**src/rtl/umcls_defs.svh**
```systemverilog
`ifndef UMCLS_DEFS_SVH
`define UMCLS_DEFS_SVH

// ****************************************
// Register byte addresses
// ****************************************
`define UMCLS_ADDR_DATA 32'hffff0800
`define UMCLS_ADDR_CTRL 32'hffff0810
`define UMCLS_ADDR_STATUS 32'hffff0814
`define UMCLS_ADDR_INT_STATUS 32'hffff0818
`define UMCLS_ADDR_INT_MASK 32'hffff081c

// ****************************************
// Field positions and masks
// ****************************************
`define UMCLS_CTRL_LOOPBACK 4
`define UMCLS_CTRL_RTS 1
`define UMCLS_CTRL_DTR 0
`define UMCLS_CTRL_WMASK 8'h13
`define UMCLS_INT_RX 0
`define UMCLS_INT_TX 1
`define UMCLS_INT_LINE 2
`define UMCLS_INT_W 3

// ****************************************
// Reset values
// ****************************************
`define UMCLS_CTRL_RESET 8'h00
`define UMCLS_STATUS_RESET 8'h60
`define UMCLS_INT_RESET 3'h0

// ****************************************
// Timing
// ****************************************
`define UMCLS_BAUD_DIV_DEFAULT 16
`define UMCLS_MAX_FRAME_BITS 12

`endif

```
**src/rtl/umcls_pkg.sv**
```systemverilog
package umcls_pkg;

  typedef enum logic [1:0] {WL5, WL6, WL7, WL8} umcls_wlen_t;
  typedef enum logic [2:0] {TX_IDLE, TX_START, TX_DATA, TX_PAR, TX_STOP} umcls_tx_state_t;
  typedef enum logic [2:0] {RX_IDLE, RX_START, RX_DATA, RX_PAR, RX_STOP} umcls_rx_state_t;

endpackage : umcls_pkg

```
**src/rtl/umcls_top.sv**
```systemverilog
// Chosen here: the APB interface to the registers.
`timescale 1ns/1ns
`include "umcls_defs.svh"

module umcls_top #(
  parameter int BAUD_DIV = `UMCLS_BAUD_DIV_DEFAULT
) (
  input wire logic clk,
  input wire logic rst,
  input wire logic psel,
  input wire logic penable,
  input wire logic pwrite,
  input wire logic [31:0] paddr,
  input wire logic [31:0] pwdata,
  output logic [31:0] prdata,
  output logic pready,
  output logic pslverr,
  input wire umcls_pkg::umcls_wlen_t frameWordLen,
  input wire logic frameParityEn,
  input wire logic frameEvenParity,
  input wire logic frameStickParity,
  input wire logic frameTwoStop,
  input wire logic frameSetBreak,
  input wire logic serialInPin,
  output logic serialOutPin,
  output logic rtsN,
  output logic dtrN,
  output logic irq
);
  import umcls_pkg::*;

  localparam logic [15:0] BIT_CYC = 16'(BAUD_DIV);
  localparam logic [15:0] HALF_CYC = 16'(BAUD_DIV / 2);
  localparam logic [23:0] BREAK_CYC = 24'(BAUD_DIV * `UMCLS_MAX_FRAME_BITS);

  function automatic logic [3:0] wordBits(umcls_wlen_t wl);
    return 4'd5 + 4'(wl);
  endfunction : wordBits

  function automatic logic parityBit(logic [7:0] data, umcls_wlen_t wl, logic even, logic stick);
    logic [7:0] d;
    d = data & (8'hff >> (4'd8 - wordBits(wl)));
    if (stick)
      return even;
    return even ? ^d : ~^d;
  endfunction : parityBit

  function automatic logic [15:0] stopCycles(umcls_wlen_t wl, logic two);
    if (!two)
      return BIT_CYC;
    return (wl == WL5) ? 16'(BIT_CYC + HALF_CYC) : 16'(BIT_CYC * 2);
  endfunction : stopCycles

  // ****************************************
  // APB slave
  // ****************************************
  logic pready_q, pslverr_q, irq_q;
  logic [31:0] prdata_q;
  logic [31:0] rdData;
  logic hit;
  logic done, wrDone, rdDone;
  logic [7:0] ctrl_q;
  logic [7:0] thr_q, rbr_q;
  logic thrFull_q;
  logic dr_q, oe_q, pe_q, fe_q, bi_q;
  logic [`UMCLS_INT_W-1:0] intStat_q, intMask_q;
  umcls_tx_state_t txState_q;
  logic tx_all_empty, tx_holding_empty;

  assign done = psel & penable & pready_q;
  assign wrDone = done & pwrite;
  assign rdDone = done & ~pwrite;
  assign tx_holding_empty = ~thrFull_q;
  assign tx_all_empty = ~thrFull_q & (txState_q == TX_IDLE);

  always_comb
  begin
    hit = 1'b1;
    rdData = 32'h0;
    if (paddr == `UMCLS_ADDR_DATA)
      rdData = {24'h0, rbr_q};
    else if (paddr == `UMCLS_ADDR_CTRL)
      rdData = {24'h0, ctrl_q};
    else if (paddr == `UMCLS_ADDR_STATUS)
      rdData = {24'h0, 1'b0, tx_all_empty, tx_holding_empty, bi_q, fe_q, pe_q, oe_q, dr_q};
    else if (paddr == `UMCLS_ADDR_INT_STATUS)
      rdData = {29'h0, intStat_q};
    else if (paddr == `UMCLS_ADDR_INT_MASK)
      rdData = {29'h0, intMask_q};
    else
      hit = 1'b0;
  end

  // One wait state: answer on the second access cycle
  always_ff @(posedge clk)
  begin
    if (rst)
    begin
      pready_q <= 1'b0;
      pslverr_q <= 1'b0;
      prdata_q <= 32'h0;
    end
    else
    begin
      pready_q <= psel & penable & ~pready_q;
      pslverr_q <= psel & penable & ~pready_q & ~hit;
      prdata_q <= (psel & penable & ~pready_q & ~pwrite) ? rdData : 32'h0;
    end
  end

  wire wrData = wrDone & (paddr == `UMCLS_ADDR_DATA);
  wire rdData0 = rdDone & (paddr == `UMCLS_ADDR_DATA);
  wire rdStatus = rdDone & (paddr == `UMCLS_ADDR_STATUS);

  always_ff @(posedge clk)
  begin
    if (rst)
    begin
      ctrl_q <= `UMCLS_CTRL_RESET;
      intMask_q <= `UMCLS_INT_RESET;
    end
    else if (wrDone && paddr == `UMCLS_ADDR_CTRL)
      ctrl_q <= pwdata[7:0] & `UMCLS_CTRL_WMASK;
    else if (wrDone && paddr == `UMCLS_ADDR_INT_MASK)
      intMask_q <= pwdata[`UMCLS_INT_W-1:0];
  end

  // ****************************************
  // Transmitter
  // ****************************************
  logic [15:0] txCnt_q;
  logic [3:0] txIdx_q;
  logic [7:0] txData_q;
  logic txBit_q;
  logic txLoad;

  assign txLoad = (txState_q == TX_IDLE) & thrFull_q;

  // Holding register accepts writes while the shifter is still busy
  always_ff @(posedge clk)
  begin
    if (rst)
    begin
      thr_q <= 8'h00;
      thrFull_q <= 1'b0;
    end
    else if (wrData)
    begin
      thr_q <= pwdata[7:0];
      thrFull_q <= 1'b1;
    end
    else if (txLoad)
      thrFull_q <= 1'b0;
  end

  always_ff @(posedge clk)
  begin
    if (rst)
    begin
      txState_q <= TX_IDLE;
      txCnt_q <= 16'h0;
      txIdx_q <= 4'h0;
      txData_q <= 8'h00;
      txBit_q <= 1'b1;
    end
    else
    begin
      txCnt_q <= txCnt_q - 16'h1;
      case (txState_q)
        TX_IDLE:
        begin
          txBit_q <= 1'b1;
          if (thrFull_q)
          begin
            txData_q <= thr_q;
            txBit_q <= 1'b0;
            txCnt_q <= BIT_CYC - 16'h1;
            txState_q <= TX_START;
          end
        end
        TX_START:
          if (txCnt_q == 16'h0)
          begin
            txBit_q <= txData_q[0];
            txIdx_q <= 4'h1;
            txCnt_q <= BIT_CYC - 16'h1;
            txState_q <= TX_DATA;
          end
        TX_DATA:
          if (txCnt_q == 16'h0)
          begin
            txCnt_q <= BIT_CYC - 16'h1;
            if (txIdx_q == wordBits(frameWordLen))
            begin
              if (frameParityEn)
              begin
                txBit_q <= parityBit(txData_q, frameWordLen, frameEvenParity, frameStickParity);
                txState_q <= TX_PAR;
              end
              else
              begin
                txBit_q <= 1'b1;
                txCnt_q <= stopCycles(frameWordLen, frameTwoStop) - 16'h1;
                txState_q <= TX_STOP;
              end
            end
            else
            begin
              txBit_q <= txData_q[txIdx_q[2:0]];
              txIdx_q <= txIdx_q + 4'h1;
            end
          end
        TX_PAR:
          if (txCnt_q == 16'h0)
          begin
            txBit_q <= 1'b1;
            txCnt_q <= stopCycles(frameWordLen, frameTwoStop) - 16'h1;
            txState_q <= TX_STOP;
          end
        TX_STOP:
          if (txCnt_q == 16'h0)
            txState_q <= TX_IDLE;
        default:
          txState_q <= TX_IDLE;
      endcase
    end
  end

  // ****************************************
  // Receiver
  // ****************************************
  umcls_rx_state_t rxState_q;
  logic [15:0] rxCnt_q;
  logic [3:0] rxIdx_q;
  logic [7:0] rxSh_q;
  logic rxParBad_q, rxPrev_q;
  logic [23:0] lowCnt_q;
  logic rxIn, rxDone, brkEv;

  // Loopback feeds the receiver from the internal transmit line
  assign rxIn = ctrl_q[`UMCLS_CTRL_LOOPBACK] ? txBit_q : serialInPin;
  assign rxDone = (rxState_q == RX_STOP) & (rxCnt_q == 16'h0);
  assign brkEv = ~rxIn & (lowCnt_q == BREAK_CYC);

  always_ff @(posedge clk)
  begin
    if (rst)
    begin
      rxState_q <= RX_IDLE;
      rxCnt_q <= 16'h0;
      rxIdx_q <= 4'h0;
      rxSh_q <= 8'h00;
      rxParBad_q <= 1'b0;
      rxPrev_q <= 1'b1;
    end
    else
    begin
      rxPrev_q <= rxIn;
      rxCnt_q <= rxCnt_q - 16'h1;
      case (rxState_q)
        RX_IDLE:
          if (rxPrev_q && !rxIn)
          begin
            rxCnt_q <= HALF_CYC - 16'h1;
            rxState_q <= RX_START;
          end
        RX_START:
          if (rxCnt_q == 16'h0)
          begin
            rxSh_q <= 8'h00;
            rxParBad_q <= 1'b0;
            rxIdx_q <= 4'h0;
            rxCnt_q <= BIT_CYC - 16'h1;
            rxState_q <= rxIn ? RX_IDLE : RX_DATA;
          end
        RX_DATA:
          if (rxCnt_q == 16'h0)
          begin
            rxSh_q[rxIdx_q[2:0]] <= rxIn;
            rxIdx_q <= rxIdx_q + 4'h1;
            rxCnt_q <= BIT_CYC - 16'h1;
            if (rxIdx_q == wordBits(frameWordLen) - 4'h1)
              rxState_q <= frameParityEn ? RX_PAR : RX_STOP;
          end
        RX_PAR:
          if (rxCnt_q == 16'h0)
          begin
            rxParBad_q <= rxIn != parityBit(rxSh_q, frameWordLen, frameEvenParity, frameStickParity);
            rxCnt_q <= BIT_CYC - 16'h1;
            rxState_q <= RX_STOP;
          end
        RX_STOP:
          if (rxCnt_q == 16'h0)
            rxState_q <= RX_IDLE;
        default:
          rxState_q <= RX_IDLE;
      endcase
    end
  end

  // Saturates one past the threshold so a long break flags once
  always_ff @(posedge clk)
  begin
    if (rst || rxIn)
      lowCnt_q <= 24'h0;
    else if (lowCnt_q <= BREAK_CYC)
      lowCnt_q <= lowCnt_q + 24'h1;
  end

  // ****************************************
  // Line status flags, set wins over clear
  // ****************************************
  always_ff @(posedge clk)
  begin
    if (rst)
    begin
      rbr_q <= 8'h00;
      dr_q <= 1'b0;
    end
    else if (rxDone)
    begin
      rbr_q <= rxSh_q;
      dr_q <= 1'b1;
    end
    else if (rdData0)
      dr_q <= 1'b0;
  end

  always_ff @(posedge clk)
  begin
    if (rst)
    begin
      oe_q <= 1'b0;
      pe_q <= 1'b0;
      fe_q <= 1'b0;
      bi_q <= 1'b0;
    end
    else
    begin
      oe_q <= (rxDone & dr_q & ~rdData0) | (oe_q & ~rdStatus);
      pe_q <= (rxDone & frameParityEn & rxParBad_q) | (pe_q & ~rdStatus);
      fe_q <= (rxDone & ~rxIn) | (fe_q & ~rdStatus);
      bi_q <= brkEv | (bi_q & ~rdStatus);
    end
  end

  // ****************************************
  // Interrupt status, write one to clear
  // ****************************************
  logic [`UMCLS_INT_W-1:0] intEv, intClr;

  assign intEv = {brkEv | (rxDone & (~rxIn | (frameParityEn & rxParBad_q) | (dr_q & ~rdData0))), txLoad, rxDone};
  assign intClr = (wrDone && paddr == `UMCLS_ADDR_INT_STATUS) ? pwdata[`UMCLS_INT_W-1:0] : `UMCLS_INT_RESET;

  always_ff @(posedge clk)
  begin
    if (rst)
      intStat_q <= `UMCLS_INT_RESET;
    else
      intStat_q <= (intStat_q & ~intClr) | intEv;
  end

  // ****************************************
  // Registered outputs
  // ****************************************
  logic serialOut_q, rtsN_q, dtrN_q;

  always_ff @(posedge clk)
  begin
    if (rst)
    begin
      serialOut_q <= 1'b1;
      rtsN_q <= 1'b1;
      dtrN_q <= 1'b1;
      irq_q <= 1'b0;
    end
    else
    begin
      // Loopback takes precedence over a forced break
      serialOut_q <= ctrl_q[`UMCLS_CTRL_LOOPBACK] | (~frameSetBreak & txBit_q);
      rtsN_q <= ~ctrl_q[`UMCLS_CTRL_RTS];
      dtrN_q <= ~ctrl_q[`UMCLS_CTRL_DTR];
      irq_q <= |(intStat_q & intMask_q);
    end
  end

  assign prdata = prdata_q;
  assign pready = pready_q;
  assign pslverr = pslverr_q;
  assign serialOutPin = serialOut_q;
  assign rtsN = rtsN_q;
  assign dtrN = dtrN_q;
  assign irq = irq_q;

endmodule : umcls_top

```
**config.mk**
```make
export PLATFORM = sky130hd
export DESIGN_NAME = umcls_top
export DESIGN_NICKNAME = d
export VERILOG_FILES = /design/src/rtl/umcls_pkg.sv /design/src/rtl/umcls_top.sv
export VERILOG_INCLUDE_DIRS = /design/src /design/src/rtl
export SDC_FILE = /design/constraint.sdc
export NUM_CORES = 1
export LEC_CHECK = 0
export BUFFER_PORTS_ARGS = -buffer_cell sky130_fd_sc_hd__buf_4
export CAP_MARGIN = 40
export CORE_UTILIZATION = 45
export CTS_CLUSTER_DIAMETER = 60
export CTS_CLUSTER_SIZE = 40
export DETAILED_ROUTE_END_ITERATION = 12
export PLACE_DENSITY_LB_ADDON = 0.1
export SLEW_MARGIN = 20
export SYNTH_ARGS = -nofsm -noshare
export SYNTH_HDL_FRONTEND = slang
export SYNTH_SLANG_ARGS = --single-unit
export TNS_END_PERCENT = 50
```
**constraint.sdc**
```tcl
create_clock -name clk -period 3.6 [get_ports clk]
set_clock_uncertainty 0.1 [all_clocks]
set_input_delay 0.36 -clock clk [delete_from_list [all_inputs] [get_ports clk]]
set_output_delay 0.36 -clock clk [all_outputs]
set_load 0.01 [all_outputs]
```
==> results of run 1 <==
## metrics by stage
stage / power (mW) / instances
after floorplan: 2.66 / 772
after global placement: 2.81 / 961
after detailed placement: 2.85 / 961
after CTS: 4.68 / 993
after global routing: 4.90 / 995
final: 4.65 / 995
## state kept, by name, indices dropped and copies added (netlist names), 3 cells and up
name and count:
rxIdx_q 4, lowCnt_q 24, rxState_q 3, ctrl_q 3, intStat_q 3, rxSh_q 8
intMask_q 3, txCnt_q 16, txState_q 3, txData_q 8, txIdx_q 4, rxCnt_q 16
thr_q 8, prdata 8, rbr_q 8
## logic make-up (layout without fill, tap and decap cells)
logic type | count (synthesis) | in the layout
buffers and inverters | 76 | 119
muxes | 29 | 29
and+or+nand+nor | 324 | 324
adders and majority gates | 13 | 13
xor gates and xnor gates | 50 | 50
AOI/OAI and AO/OA | 122 | 122
other | 1 | 24
DFF | 134 | 134
## synth_stat cells (all sizes together) (3+ instances only)
cell type / number
o31ai: 4
xor2: 21
nand2b: 11
a311oi: 5
a31oi: 5
or4: 10
nor3b: 4
nor2b: 11
xnor3: 4
nand3b: 3
a21o: 4
a2bb2oi: 3
mux2: 4
nor4: 20
a211oi: 5
mux2i: 23
xnor2: 25
nand4: 10
nand3: 13
a21oi: 51
nand4b: 3
a22oi: 8
and2: 22
a21boi: 6
o41ai: 3
nor4b: 5
o21ai: 12
and3: 4
nor3: 22
nor2: 83
ha: 13
buf: 32
clkbuf: 27
inv: 17
dfxtp: 134
or3: 13
nand2: 81
## worst max-delay path, stage by stage, from the launching register on
cell                       delay [ns]
sky130_fd_sc_hd__dfxtp_1         0.35
sky130_fd_sc_hd__or4_4           0.57
sky130_fd_sc_hd__nor4b_2         0.26
sky130_fd_sc_hd__nand2_1         0.32
sky130_fd_sc_hd__nor3_1          0.47
sky130_fd_sc_hd__a41oi_1         0.17
sky130_fd_sc_hd__a311oi_1        0.24
## power groups by stage
stage,Clock (mW),Combinational (mW),Sequential (mW)
floorplan,0,0.889,1.77
global placement,0,0.985,1.83
detailed placement,0,1.01,1.84
CTS,1.85,1.03,1.81
global route,1.92,1.15,1.84
finish,1.82,1.02,1.81
## per-layer routing
layer | share of wire | vias to the layer above | global-route usage
li1 | - | 2680 | -
met1 | 0.47 | 2501 | 0.250
met2 | 0.50 | 68 | 0.350
met3 | 0.027 | 10 | 0.0387
met4 | 0.0077 | 0 | 0.0907
met5 | 0 | - | 0
## path summary, 6_finish.rpt
kind | start | to | slack (ns) | cells past startpoint
max | txCnt_q[10]$_SDFF_PP0_ | txIdx_q[3]$_SDFFE_PP0P_ | 1.03 | 6
min | frameSetBreak | serialOutPin$_SDFF_PP1_ | 0.05 | 2
max reg2reg | txCnt_q[10]$_SDFF_PP0_ | txIdx_q[3]$_SDFFE_PP0P_ | 1.03 | 6
min reg2reg | ctrl_q[0]$_SDFFE_PP0P_ | dtrN$_SDFF_PP1_ | 0.32 | 1
## area by class of cell
| class | instances | share of cell area |
|---|---|---|
| clock inverters | 8 | 0.0190 |
| flip-flops and latches | 134 | 0.349 |
| clock buffers | 24 | 0.0614 |
| inverters | 17 | 0.00830 |
| multi-input cells | 562 | 0.463 |
| well taps | 180 | 0.0293 |
| repair buffers | 70 | 0.0695 |
==> impl_table.tex, run 1 <==
\begin{tabular}{lr}
\hline
Metric & Value \\
\hline
\multicolumn{2}{l}{\textbf{Run status}} \\
Result of the run & completed \\
\multicolumn{2}{l}{\textbf{Synth}} \\
XOR/XNOR Fraction of Synth Area & 0.0749 \\
Most used flip-flop cell after synthesis & sky130\_fd\_sc\_hd\_\_dfxtp\_1 \\
Combinational family with the most area after synthesis & simple AND/OR/NAND/NOR gates \\
Post-synth top area share & 0.408 \\
Number of register bits inferred by synthesis & 134 \\
Adder and majority cell fraction of the synthesized area & 0.0247 \\
Post-synth EDFFs & 0 \\
Async SR Flop Fraction & 0 \\
Synth area leaders & sky130\_fd\_sc\_hd\_\_dfxtp\_1 41\%, sky130\_fd\_sc\_hd\_\_nor2\_1 4.7\%, sky130\_fd\_sc\_hd\_\_nand2\_1 4.6\%, sky130\_fd\_sc\_hd\_\_a21oi\_1 3.9\%, sky130\_fd\_sc\_hd\_\_mux2i\_1 3.5\% \\
Simple logic cell fraction of the synthesized area & 0.259 \\
Cells after Synth & approximately 750 \\
Dominant cell type by area after synthesis & sky130\_fd\_sc\_hd\_\_dfxtp\_1 \\
Compound-cell area share of the yosys netlist & 0.120 \\
Mean instance size in the synthesized netlist & 8.78 µm² \\
Seq/Total Area, Yosys & 0.408 \\
Multiplexer fraction of the synthesized cell area & 0.0487 \\
Ys Warns & 0 \\
Post-synth design cell area & 6580 µm² \\
Unique masters post-synth & between 70 and 80 \\
\multicolumn{2}{l}{\textbf{Pwr}} \\
Ratio of total power to cell area & 605 nW/µm² \\
Worst voltage drop across the vdd grid & around 0.52 mV \\
Clock power frac & 0.391 \\
Switching power & around 1.4 mW \\
Net switching share of the total power & 0.292 \\
Part of the power in combinational logic & 0.220 \\
Portion of total power attributed to sequential cells & 0.389 \\
Internal power & 3.29 mW \\
Static leakage power & 3.14 nW \\
\multicolumn{2}{l}{\textbf{Clock tree}} \\
Count of hold-fix buffers inserted at cts & 0 \\
Clock tree from TritonCTS & yes \\
Level count of the clock H-tree & 4 \\
Clk buf depth & 2 \\
Clock network latency to the later pin of the worst-skew pair & 0.42 ns \\
Root Buffer & sky130\_fd\_sc\_hd\_\_clkbuf\_16 \\
Post-CTS sizing & 0 \\
Clock slew seen by the registers of the worst setup and hold paths & 0.06 ns \\
TritonCTS buffer count & 17 \\
Clock sink total & 134 \\
Number of buffers added for setup after CTS & 0 \\
\multicolumn{2}{l}{\textbf{Critical path}} \\
Worst setup path class & reg2reg \\
Maximum fanout encountered on the critical timing path & 14 \\
Crit path launch type & flop \\
Arrival time worst endpoint & 2.81 ns \\
Worst Path Required & 3.84 ns \\
Crit path capture type & flop \\
\multicolumn{2}{l}{\textbf{Cells and area}} \\
Post-layout util & 0.545 \\
Total area of sequential cells & 2680 µm² \\
Layout cells sized above 1 & 0.155 \\
Layout Cell Area excl Fill & 7690 µm² \\
Area added between synthesis and finish & 16.9\% \\
Post-layout net count & 892 \\
Fillers & $\sim$1300 \\
Most common cell after layout, fill and taps aside & sky130\_fd\_sc\_hd\_\_dfxtp\_1 \\
Area of the multi-input gates & 3560 µm² \\
Total inserted antenna cells & 0 \\
Commonest cells after routing, fill and taps aside & 134 x sky130\_fd\_sc\_hd\_\_dfxtp\_1, 83 x sky130\_fd\_sc\_hd\_\_nor2\_1, 80 x sky130\_fd\_sc\_hd\_\_nand2\_1 \\
\multicolumn{2}{l}{\textbf{Global routing}} \\
Tot GR Track Use & 0.205 \\
Number of global-route vias before repair & 5068 \\
Pin count of the biggest net entering global routing & 82 \\
GRT Residual Overflow & 0 \\
Wire length of the first global-routing pass & 23900 µm \\
Antenna violations before repair & 0 \\
\multicolumn{2}{l}{\textbf{STA}} \\
Number of setup violations in the final report & 0 \\
Unrepaired setup endpoints after global routing & no \\
Count of endpoints failing hold in the final timing report & 0 \\
Timing-limited maximum frequency & 389 MHz \\
Total negative setup slack & 0 ns \\
Normalized max-slew margin & 0.481 \\
Final setup margin & 1.03 ns \\
Post-layout min period & around 2.6 ns \\
Max-slew violation count & 0 \\
Least-Margin Pin Slew & 0.775 ns \\
Worst hold slack & between 0.05 and 0.06 ns \\
Period Utilization, post-route & 0.715 \\
\multicolumn{2}{l}{\textbf{Placement}} \\
HPWL after DPL & 10500 µm \\
Post-DP Area & 7040 µm² \\
Number of port buffers & 66 \\
Placement Setup Slack & 0.843 ns \\
Final weighted congestion in routability-driven placement & 0.792 \\
\multicolumn{2}{l}{\textbf{Floorplanning}} \\
Starting utilization of the core area & 0.467 \\
Horiz. Die Dim & 123 µm \\
Row count & 43 \\
Top-level I/O count & 115 \\
Chip Height & 123 µm \\
Area of the core & approximately 14000 µm² \\
DIE AREA & 15100 µm² \\
\multicolumn{2}{l}{\textbf{Detailed routing}} \\
Sum of routed wire length over all layers & 14700 µm \\
Vias per cell & approximately 5.3 \\
Initial DRC count & 278 \\
Final antenna-violating net count & 0 \\
Average wire per standard cell & 14.8 µm \\
Routed vias & 5259 \\
TritonRoute pass-1 iters & 4 \\
DRC violation count after routing & 0 \\
\multicolumn{2}{l}{\textbf{Hold path}} \\
Hold Crit Class & in2reg \\
\multicolumn{2}{l}{\textbf{Job}} \\
Max-capacitance violation count & 0 \\
\hline
\end{tabular}
No activity file was read; power rests on OpenSTA's default activity.
==> run 2, diff against run 1 <==
==> constraint.sdc (replaced) <==
create_clock -name clk -period 2.25 [get_ports clk]
set_clock_uncertainty 0.1 [all_clocks]
set_input_delay 0.225 -clock clk [delete_from_list [all_inputs] [get_ports clk]]
set_output_delay 0.225 -clock clk [all_outputs]
set_load 0.01 [all_outputs]
==> run 2 against run 1 <==
- sequential share of layout area down 2.0 points
- via count grew 5.0%
- largest power group is now sequential cells
- combinational power is 100% higher
- clock-buffer cell count shrank 4
- non-clock buffer count is 57 higher
- the run now ends with negative setup slack left
- global-route usage increased by 1.1 points
- critical endpoint is now txCnt_q[15]$_SDFF_PP0_
- register-to-register slack got worse by 1.0 ns
- clock power increased by 43%
- maximum frequency rose by 14%
==> impl_table.tex, run 2 (same netlist as run 1, synthesis figures left out) <==
\begin{tabular}{lr}
\hline
Metric & Value \\
\hline
\multicolumn{2}{l}{\textbf{Run status}} \\
Result of the run & complete, but fails checks \\
Failing checks & negative setup slack \\
\multicolumn{2}{l}{\textbf{Critical path}} \\
Arrival time worst endpoint & 2.50 ns \\
Maximum fanout encountered on the critical timing path & 5 \\
Worst setup path class & reg2reg \\
Crit path launch type & flop \\
Worst Path Required & 2.49 ns \\
Crit path capture type & flop \\
\multicolumn{2}{l}{\textbf{Global routing}} \\
Pin count of the biggest net entering global routing & 53 \\
Wire length of the first global-routing pass & 25500 µm \\
Tot GR Track Use & 0.216 \\
GRT Residual Overflow & 0 \\
Antenna violations before repair & 0 \\
Number of global-route vias before repair & 5445 \\
\multicolumn{2}{l}{\textbf{Floorplanning}} \\
DIE AREA & around 15000 µm² \\
Top-level I/O count & around 120 \\
Area of the core & approximately 14000 µm² \\
Starting utilization of the core area & 0.467 \\
Chip Height & 123 µm \\
Row count & 43 \\
Horiz. Die Dim & 123 µm \\
\multicolumn{2}{l}{\textbf{Pwr}} \\
Static leakage power & 3.41 nW \\
Worst voltage drop across the vdd grid & 0.725 mV \\
Design Power & 7.51 mW \\
Ratio of total power to cell area & 921 nW/µm² \\
\multicolumn{2}{l}{\textbf{Clock tree}} \\
Clock tree from TritonCTS & yes \\
Root Buffer & sky130\_fd\_sc\_hd\_\_clkbuf\_16 \\
Clock sink total & roughly 130 \\
Clock network latency to the later pin of the worst-skew pair & 0.41 ns \\
Clk buf depth & 2 \\
Clock slew seen by the registers of the worst setup and hold paths & $\sim$0.06 ns \\
Level count of the clock H-tree & 4 \\
TritonCTS buffer count & 17 \\
\multicolumn{2}{l}{\textbf{STA}} \\
Post-layout min period & 2.26 ns \\
Period Utilization, post-route & 1.00 \\
Final setup margin & -0.00868 ns \\
Timing-limited maximum frequency & $\sim$440 MHz \\
Least-Margin Pin Slew & 0.555 ns \\
Number of setup violations in the final report & 2 \\
Count of endpoints failing hold in the final timing report & 0 \\
Unrepaired setup endpoints after global routing & yes \\
Normalized max-slew margin & 0.628 \\
Max-slew violation count & 0 \\
\multicolumn{2}{l}{\textbf{Cells and area}} \\
Non-filler cells, final & 1052 \\
Largest registers & lowCnt\_q: 24 flops, rxCnt\_q: 16 flops, txCnt\_q: 16 flops \\
Register containing the most flip-flops in the final layout & lowCnt\_q \\
Fillers & between 1000 and 1500 \\
Post-layout util & 0.579 \\
Max reg flops & 24 \\
Layout cells sized above 1 & 0.213 \\
Area added between synthesis and finish & 24.0\% \\
Most common cell after layout, fill and taps aside & sky130\_fd\_sc\_hd\_\_dfxtp\_1 \\
Total inserted antenna cells & 0 \\
Post-layout net count & 949 \\
Commonest cells after routing, fill and taps aside & 134 x sky130\_fd\_sc\_hd\_\_dfxtp\_1, 115 x sky130\_fd\_sc\_hd\_\_buf\_4, 82 x sky130\_fd\_sc\_hd\_\_nor2\_1 \\
\multicolumn{2}{l}{\textbf{Detailed routing}} \\
Routed vias & 5523 \\
TritonRoute pass-1 iters & 6 \\
Average wire per standard cell & about 14 µm \\
DRC violation count after routing & 0 \\
Final antenna-violating net count & 0 \\
Sum of routed wire length over all layers & 15200 µm \\
Initial DRC count & 327 \\
Vias per cell & 5.25 \\
\multicolumn{2}{l}{\textbf{Placement}} \\
Number of port buffers & 66 \\
Final weighted congestion in routability-driven placement & 0.894 \\
Placement Setup Slack & -0.171 ns \\
Post-Place Cells & 1009 \\
HPWL after DPL & between 10000 and 15000 µm \\
\multicolumn{2}{l}{\textbf{Job}} \\
Max-capacitance violation count & 0 \\
\multicolumn{2}{l}{\textbf{Hold path}} \\
Hold Crit Class & in2reg \\
\hline
\end{tabular}
run 2: layer usage:
metal | track usage | vias up | wire length, µm | part of all wire
li1 | - | 2801 | - | -
met5 | 0 | - | 0 | 0
met4 | 0.0694 | 0 | 160 | 0.011
met3 | 0.0512 | 13 | 677 | 0.045
met1 | 0.269 | 2616 | 6920 | 0.46
met2 | 0.366 | 93 | 7410 | 0.49
run 2: timing repair:
action / CTS / global route
pin swaps: 4 / 2
setup endpoints to repair: 7 / 21
setup buffers: 1 / 0
resized for setup: 3 / 8
endpoints found under the hold margin: 13 / 0
hold buffers: 10 / 0
run 2: power by group:
part           internal, mW  leakage [nW]  total, mW  switching [mW]
Sequential             2.60          1.09       2.81           0.212
Combinational          1.04          2.05       2.09            1.05
Clock                  1.57         0.272       2.61            1.03
Total                  5.21          3.41       7.51            2.30
run 2: path summary, 6_finish.rpt:
path / start / endpoint / slack [ns] / depth (start not counted)
max reg2reg: txCnt_q[11]$_SDFF_PP0_ / txCnt_q[15]$_SDFF_PP0_ / -0.009 / 6
min reg2reg: ctrl_q[0]$_SDFFE_PP0P_ / dtrN$_SDFF_PP1_ / 0.32 / 1
max: txCnt_q[11]$_SDFF_PP0_ / txCnt_q[15]$_SDFF_PP0_ / -0.009 / 6
min: rst / pready$_SDFF_PP0_ / 0.03 / 3
run 2: worst max-delay path: stages (launching register included):
cell                      delay, ns
sky130_fd_sc_hd__dfxtp_1       0.31
sky130_fd_sc_hd__or4_4         0.56
sky130_fd_sc_hd__nor4b_4       0.24
sky130_fd_sc_hd__nand2_1       0.10
sky130_fd_sc_hd__buf_4         0.15
sky130_fd_sc_hd__or4_4         0.56
sky130_fd_sc_hd__o22ai_1       0.16
run 2: cell type report:
type | instances | area, µm² | share of cell area
multi-input combinational | 562 | 3620 | 0.444
sequential | 134 | 2680 | 0.329
timing repair buffer | 127 | 1000 | 0.123
clock buffer | 20 | 457 | 0.0560
tap | 180 | 225 | 0.0276
clock inverter | 12 | 104 | 0.0127
inverter | 17 | 63.8 | 0.00782
run 2: metrics by stage:
| step | TNS (ns) | hold WS (ns) | instance area (µm²) |
|---|---|---|---|
| 3_5_place_dp | -2.60 | 0.310 | 7430 |
| 4_1_cts | 0 | 0.00902 | 8120 |
| 2_1_floorplan | 0 | 0.225 | 6660 |
| 5_1_grt | -0.496 | 0.0295 | 8160 |
| 6_report | -0.00977 | 0.0280 | 8160 |
| 3_3_place_gp | -2.06 | 0.311 | 7430 |
==> run 3, diff against run 2 <==
==> constraint.sdc (replaced) <==
create_clock -name clk -period 2.25 [get_ports clk]
set_clock_uncertainty 0.1 [all_clocks]
set_input_delay 0.45 -clock clk [delete_from_list [all_inputs] [get_ports clk]]
set_output_delay 0.45 -clock clk [all_outputs]
set_load 0.01 [all_outputs]
==> run 3 against run 2 <==
- the run still ends with negative setup slack left
- first-iteration DRC count rose by 14%
- wire length up 3.1%
- non-clock buffer count decreased by 14
- total power grew 4.7%
- hold slack better by 0.11 ns
- cell count decreased by 1.5%
- combinational power barely moved
- global-route usage is essentially flat
- sequential cell count did not move
- critical path type unchanged
==> impl_table.tex, run 3 (same netlist as run 1, synthesis figures left out) <==
\begin{tabular}{lr}
\hline
Metric & Value \\
\hline
\multicolumn{2}{l}{\textbf{Detailed routing}} \\
Sum of routed wire length over all layers & 15600 µm \\
Vias per cell & $\sim$5.3 \\
Average wire per standard cell & 15.1 µm \\
Initial DRC count & 373 \\
TritonRoute pass-1 iters & 5 \\
Final antenna-violating net count & 0 \\
Routed vias & roughly 5500 \\
DRC violation count after routing & 0 \\
\multicolumn{2}{l}{\textbf{Placement}} \\
Placement Setup Slack & -0.248 ns \\
HPWL after DPL & 11500 µm \\
Post-DP Area & 7430 µm² \\
Final weighted congestion in routability-driven placement & 0.853 \\
Number of port buffers & 66 \\
\multicolumn{2}{l}{\textbf{Cells and area}} \\
Largest registers & lowCnt\_q: 24 flops, rxCnt\_q: 16 flops, txCnt\_q: 16 flops \\
Fillers & 1279 \\
Layout Cell Area excl Fill & 8140 µm² \\
Post-layout net count & 935 \\
Register containing the most flip-flops in the final layout & lowCnt\_q \\
Commonest cells after routing, fill and taps aside & 133 x sky130\_fd\_sc\_hd\_\_dfxtp\_1, 110 x sky130\_fd\_sc\_hd\_\_buf\_4, 82 x sky130\_fd\_sc\_hd\_\_nor2\_1 \\
Total inserted antenna cells & 0 \\
Layout cells sized above 1 & 0.218 \\
Area added between synthesis and finish & 23.7\% \\
Max reg flops & 24 \\
Most common cell after layout, fill and taps aside & sky130\_fd\_sc\_hd\_\_dfxtp\_1 \\
\multicolumn{2}{l}{\textbf{Hold path}} \\
Worst Hold Depth & 2 \\
Hold Crit Class & in2reg \\
Source of the worst hold timing path & frameSetBreak \\
Hold EP & serialOutPin\$\_SDFF\_PP1\_ \\
\multicolumn{2}{l}{\textbf{Critical path}} \\
Crit path launch type & flop \\
Arrival time worst endpoint & 2.49 ns \\
Worst setup path class & reg2reg \\
Worst Path Required & 2.49 ns \\
CP Launch Point & txCnt\_q[10]\$\_SDFF\_PP0\_ \\
Endpoint of the worst-slack reg-to-reg timing path & txCnt\_q[10]\$\_SDFF\_PP0\_ \\
Maximum fanout encountered on the critical timing path & 5 \\
Depth of the worst register-to-register path & 6 \\
Register-to-register setup slack & -0.002 ns \\
Worst flop-to-flop path startpoint & txCnt\_q[10]\$\_SDFF\_PP0\_ \\
Crit path capture type & flop \\
\multicolumn{2}{l}{\textbf{Pwr}} \\
Design Power & 7.87 mW \\
Ratio of total power to cell area & 966 nW/µm² \\
Worst voltage drop across the vdd grid & 0.904 mV \\
Static leakage power & 3.37 nW \\
\multicolumn{2}{l}{\textbf{STA}} \\
Period Utilization, post-route & 1.00 \\
Unrepaired setup endpoints after global routing & yes \\
Least-Margin Pin Slew & 0.528 ns \\
Count of endpoints failing hold in the final timing report & 0 \\
Max-slew violation count & 0 \\
Final setup margin & -0.00227 ns \\
Number of setup violations in the final report & 2 \\
Timing-limited maximum frequency & 444 MHz \\
Normalized max-slew margin & 0.646 \\
Post-layout min period & between 2 and 2.5 ns \\
\multicolumn{2}{l}{\textbf{Floorplanning}} \\
Chip Height & 123 µm \\
DIE AREA & $\sim$15000 µm² \\
Top-level I/O count & 115 \\
Horiz. Die Dim & 123 µm \\
Row count & 43 \\
Area of the core & 14100 µm² \\
Starting utilization of the core area & 0.467 \\
\multicolumn{2}{l}{\textbf{Clock tree}} \\
Clock network latency to the later pin of the worst-skew pair & 0.42 ns \\
Level count of the clock H-tree & 4 \\
TritonCTS buffer count & 17 \\
Clk buf depth & 2 \\
Clock tree from TritonCTS & yes \\
Clock slew seen by the registers of the worst setup and hold paths & 0.06 ns \\
Clock sink total & 134 \\
Root Buffer & sky130\_fd\_sc\_hd\_\_clkbuf\_16 \\
\multicolumn{2}{l}{\textbf{Global routing}} \\
Tot GR Track Use & 0.216 \\
GRT Residual Overflow & 0 \\
Number of global-route vias before repair & 5232 \\
Antenna violations before repair & 0 \\
Wire length of the first global-routing pass & 25100 µm \\
Pin count of the biggest net entering global routing & 81 \\
\multicolumn{2}{l}{\textbf{Job}} \\
Max-capacitance violation count & 0 \\
\multicolumn{2}{l}{\textbf{Run status}} \\
Result of the run & complete, but fails checks \\
Failing checks & negative setup slack \\
\hline
\end{tabular}
-- run 3: cell count changes in the layout (fill, tap and decap cells not counted), sizes merged --
cell	change
clkbuf	-1
inv	+1
bufinv	+3
buf	-4
clkinv	-5
dlygate4sd3	-10
-- run 3: metrics by stage --
stage / TNS [ns] / std cells / util / hold slack, ns
2_1_floorplan: -0.0698 / 772 / - / 0.280
3_3_place_gp: -5.81 / 1005 / 0.527 / 0.305
3_5_place_dp: -6.92 / 1005 / 0.527 / 0.307
4_1_cts: 0 / 1036 / 0.574 / 0.117
5_1_grt: -1.25 / 1036 / 0.577 / 0.115
6_report: -0.00402 / 1036 / 0.577 / 0.142
-- run 3: worst max-delay path, stage by stage (launching register included) --
cell and delay [ns]:
sky130_fd_sc_hd__dfxtp_2 0.32, sky130_fd_sc_hd__or4_4 0.55, sky130_fd_sc_hd__nor4b_4 0.26, sky130_fd_sc_hd__nand2_1 0.12, sky130_fd_sc_hd__buf_4 0.15, sky130_fd_sc_hd__or4b_4 0.54
sky130_fd_sc_hd__a21boi_1 0.14
-- run 3: repair_timing --
item	in CTS	in global routing
resized for setup	4	12
endpoints found under the setup margin	12	33
setup buffers	1	0
hold buffers	0	0
pin swaps	4	1
-- run 3: metal layers --
metal | part of all wire | global-route usage
met5 | 0 | 0
met3 | 0.039 | 0.0590
met4 | 0.014 | 0.0648
met1 | 0.45 | 0.271
met2 | 0.49 | 0.360
-- run 3: final cells by class --
type / instances / area (µm²) / area share
clock buffers: 19 / 453 / 0.0557
clock inverters: 11 / 174 / 0.0214
inverters: 17 / 63.8 / 0.00784
multi-input cells: 562 / 3650 / 0.449
flip-flops and latches: 134 / 2680 / 0.330
well taps: 180 / 225 / 0.0277
repair buffers: 113 / 886 / 0.109
-- run 3: worst max path at each step --
| stage | endpoint | slack (ns) | cells past startpoint |
|---|---|---|---|
| after floorplan | intMask_q[0]$_SDFFE_PP0P_ | -0.02 | 7 |
| after global placement | thr_q[7]$_SDFFE_PP0P_ | -0.21 | 8 |
| after detailed placement | thr_q[5]$_SDFFE_PP0P_ | -0.25 | 8 |
| after CTS | txIdx_q[2]$_SDFFE_PP0P_ | 0.006 | 7 |
| after global routing | txCnt_q[12]$_SDFF_PP0_ | -0.1 | 6 |
| final | txCnt_q[10]$_SDFF_PP0_ | -0.002 | 6 |
-- run 3: report_power, final --
part / switching, mW / total (mW) / internal (mW) / leakage, nW
registers: 0.227 / 2.83 / 2.60 / 1.09
clock network: 1.04 / 2.95 / 1.91 / 0.298
logic: 1.04 / 2.09 / 1.05 / 1.99
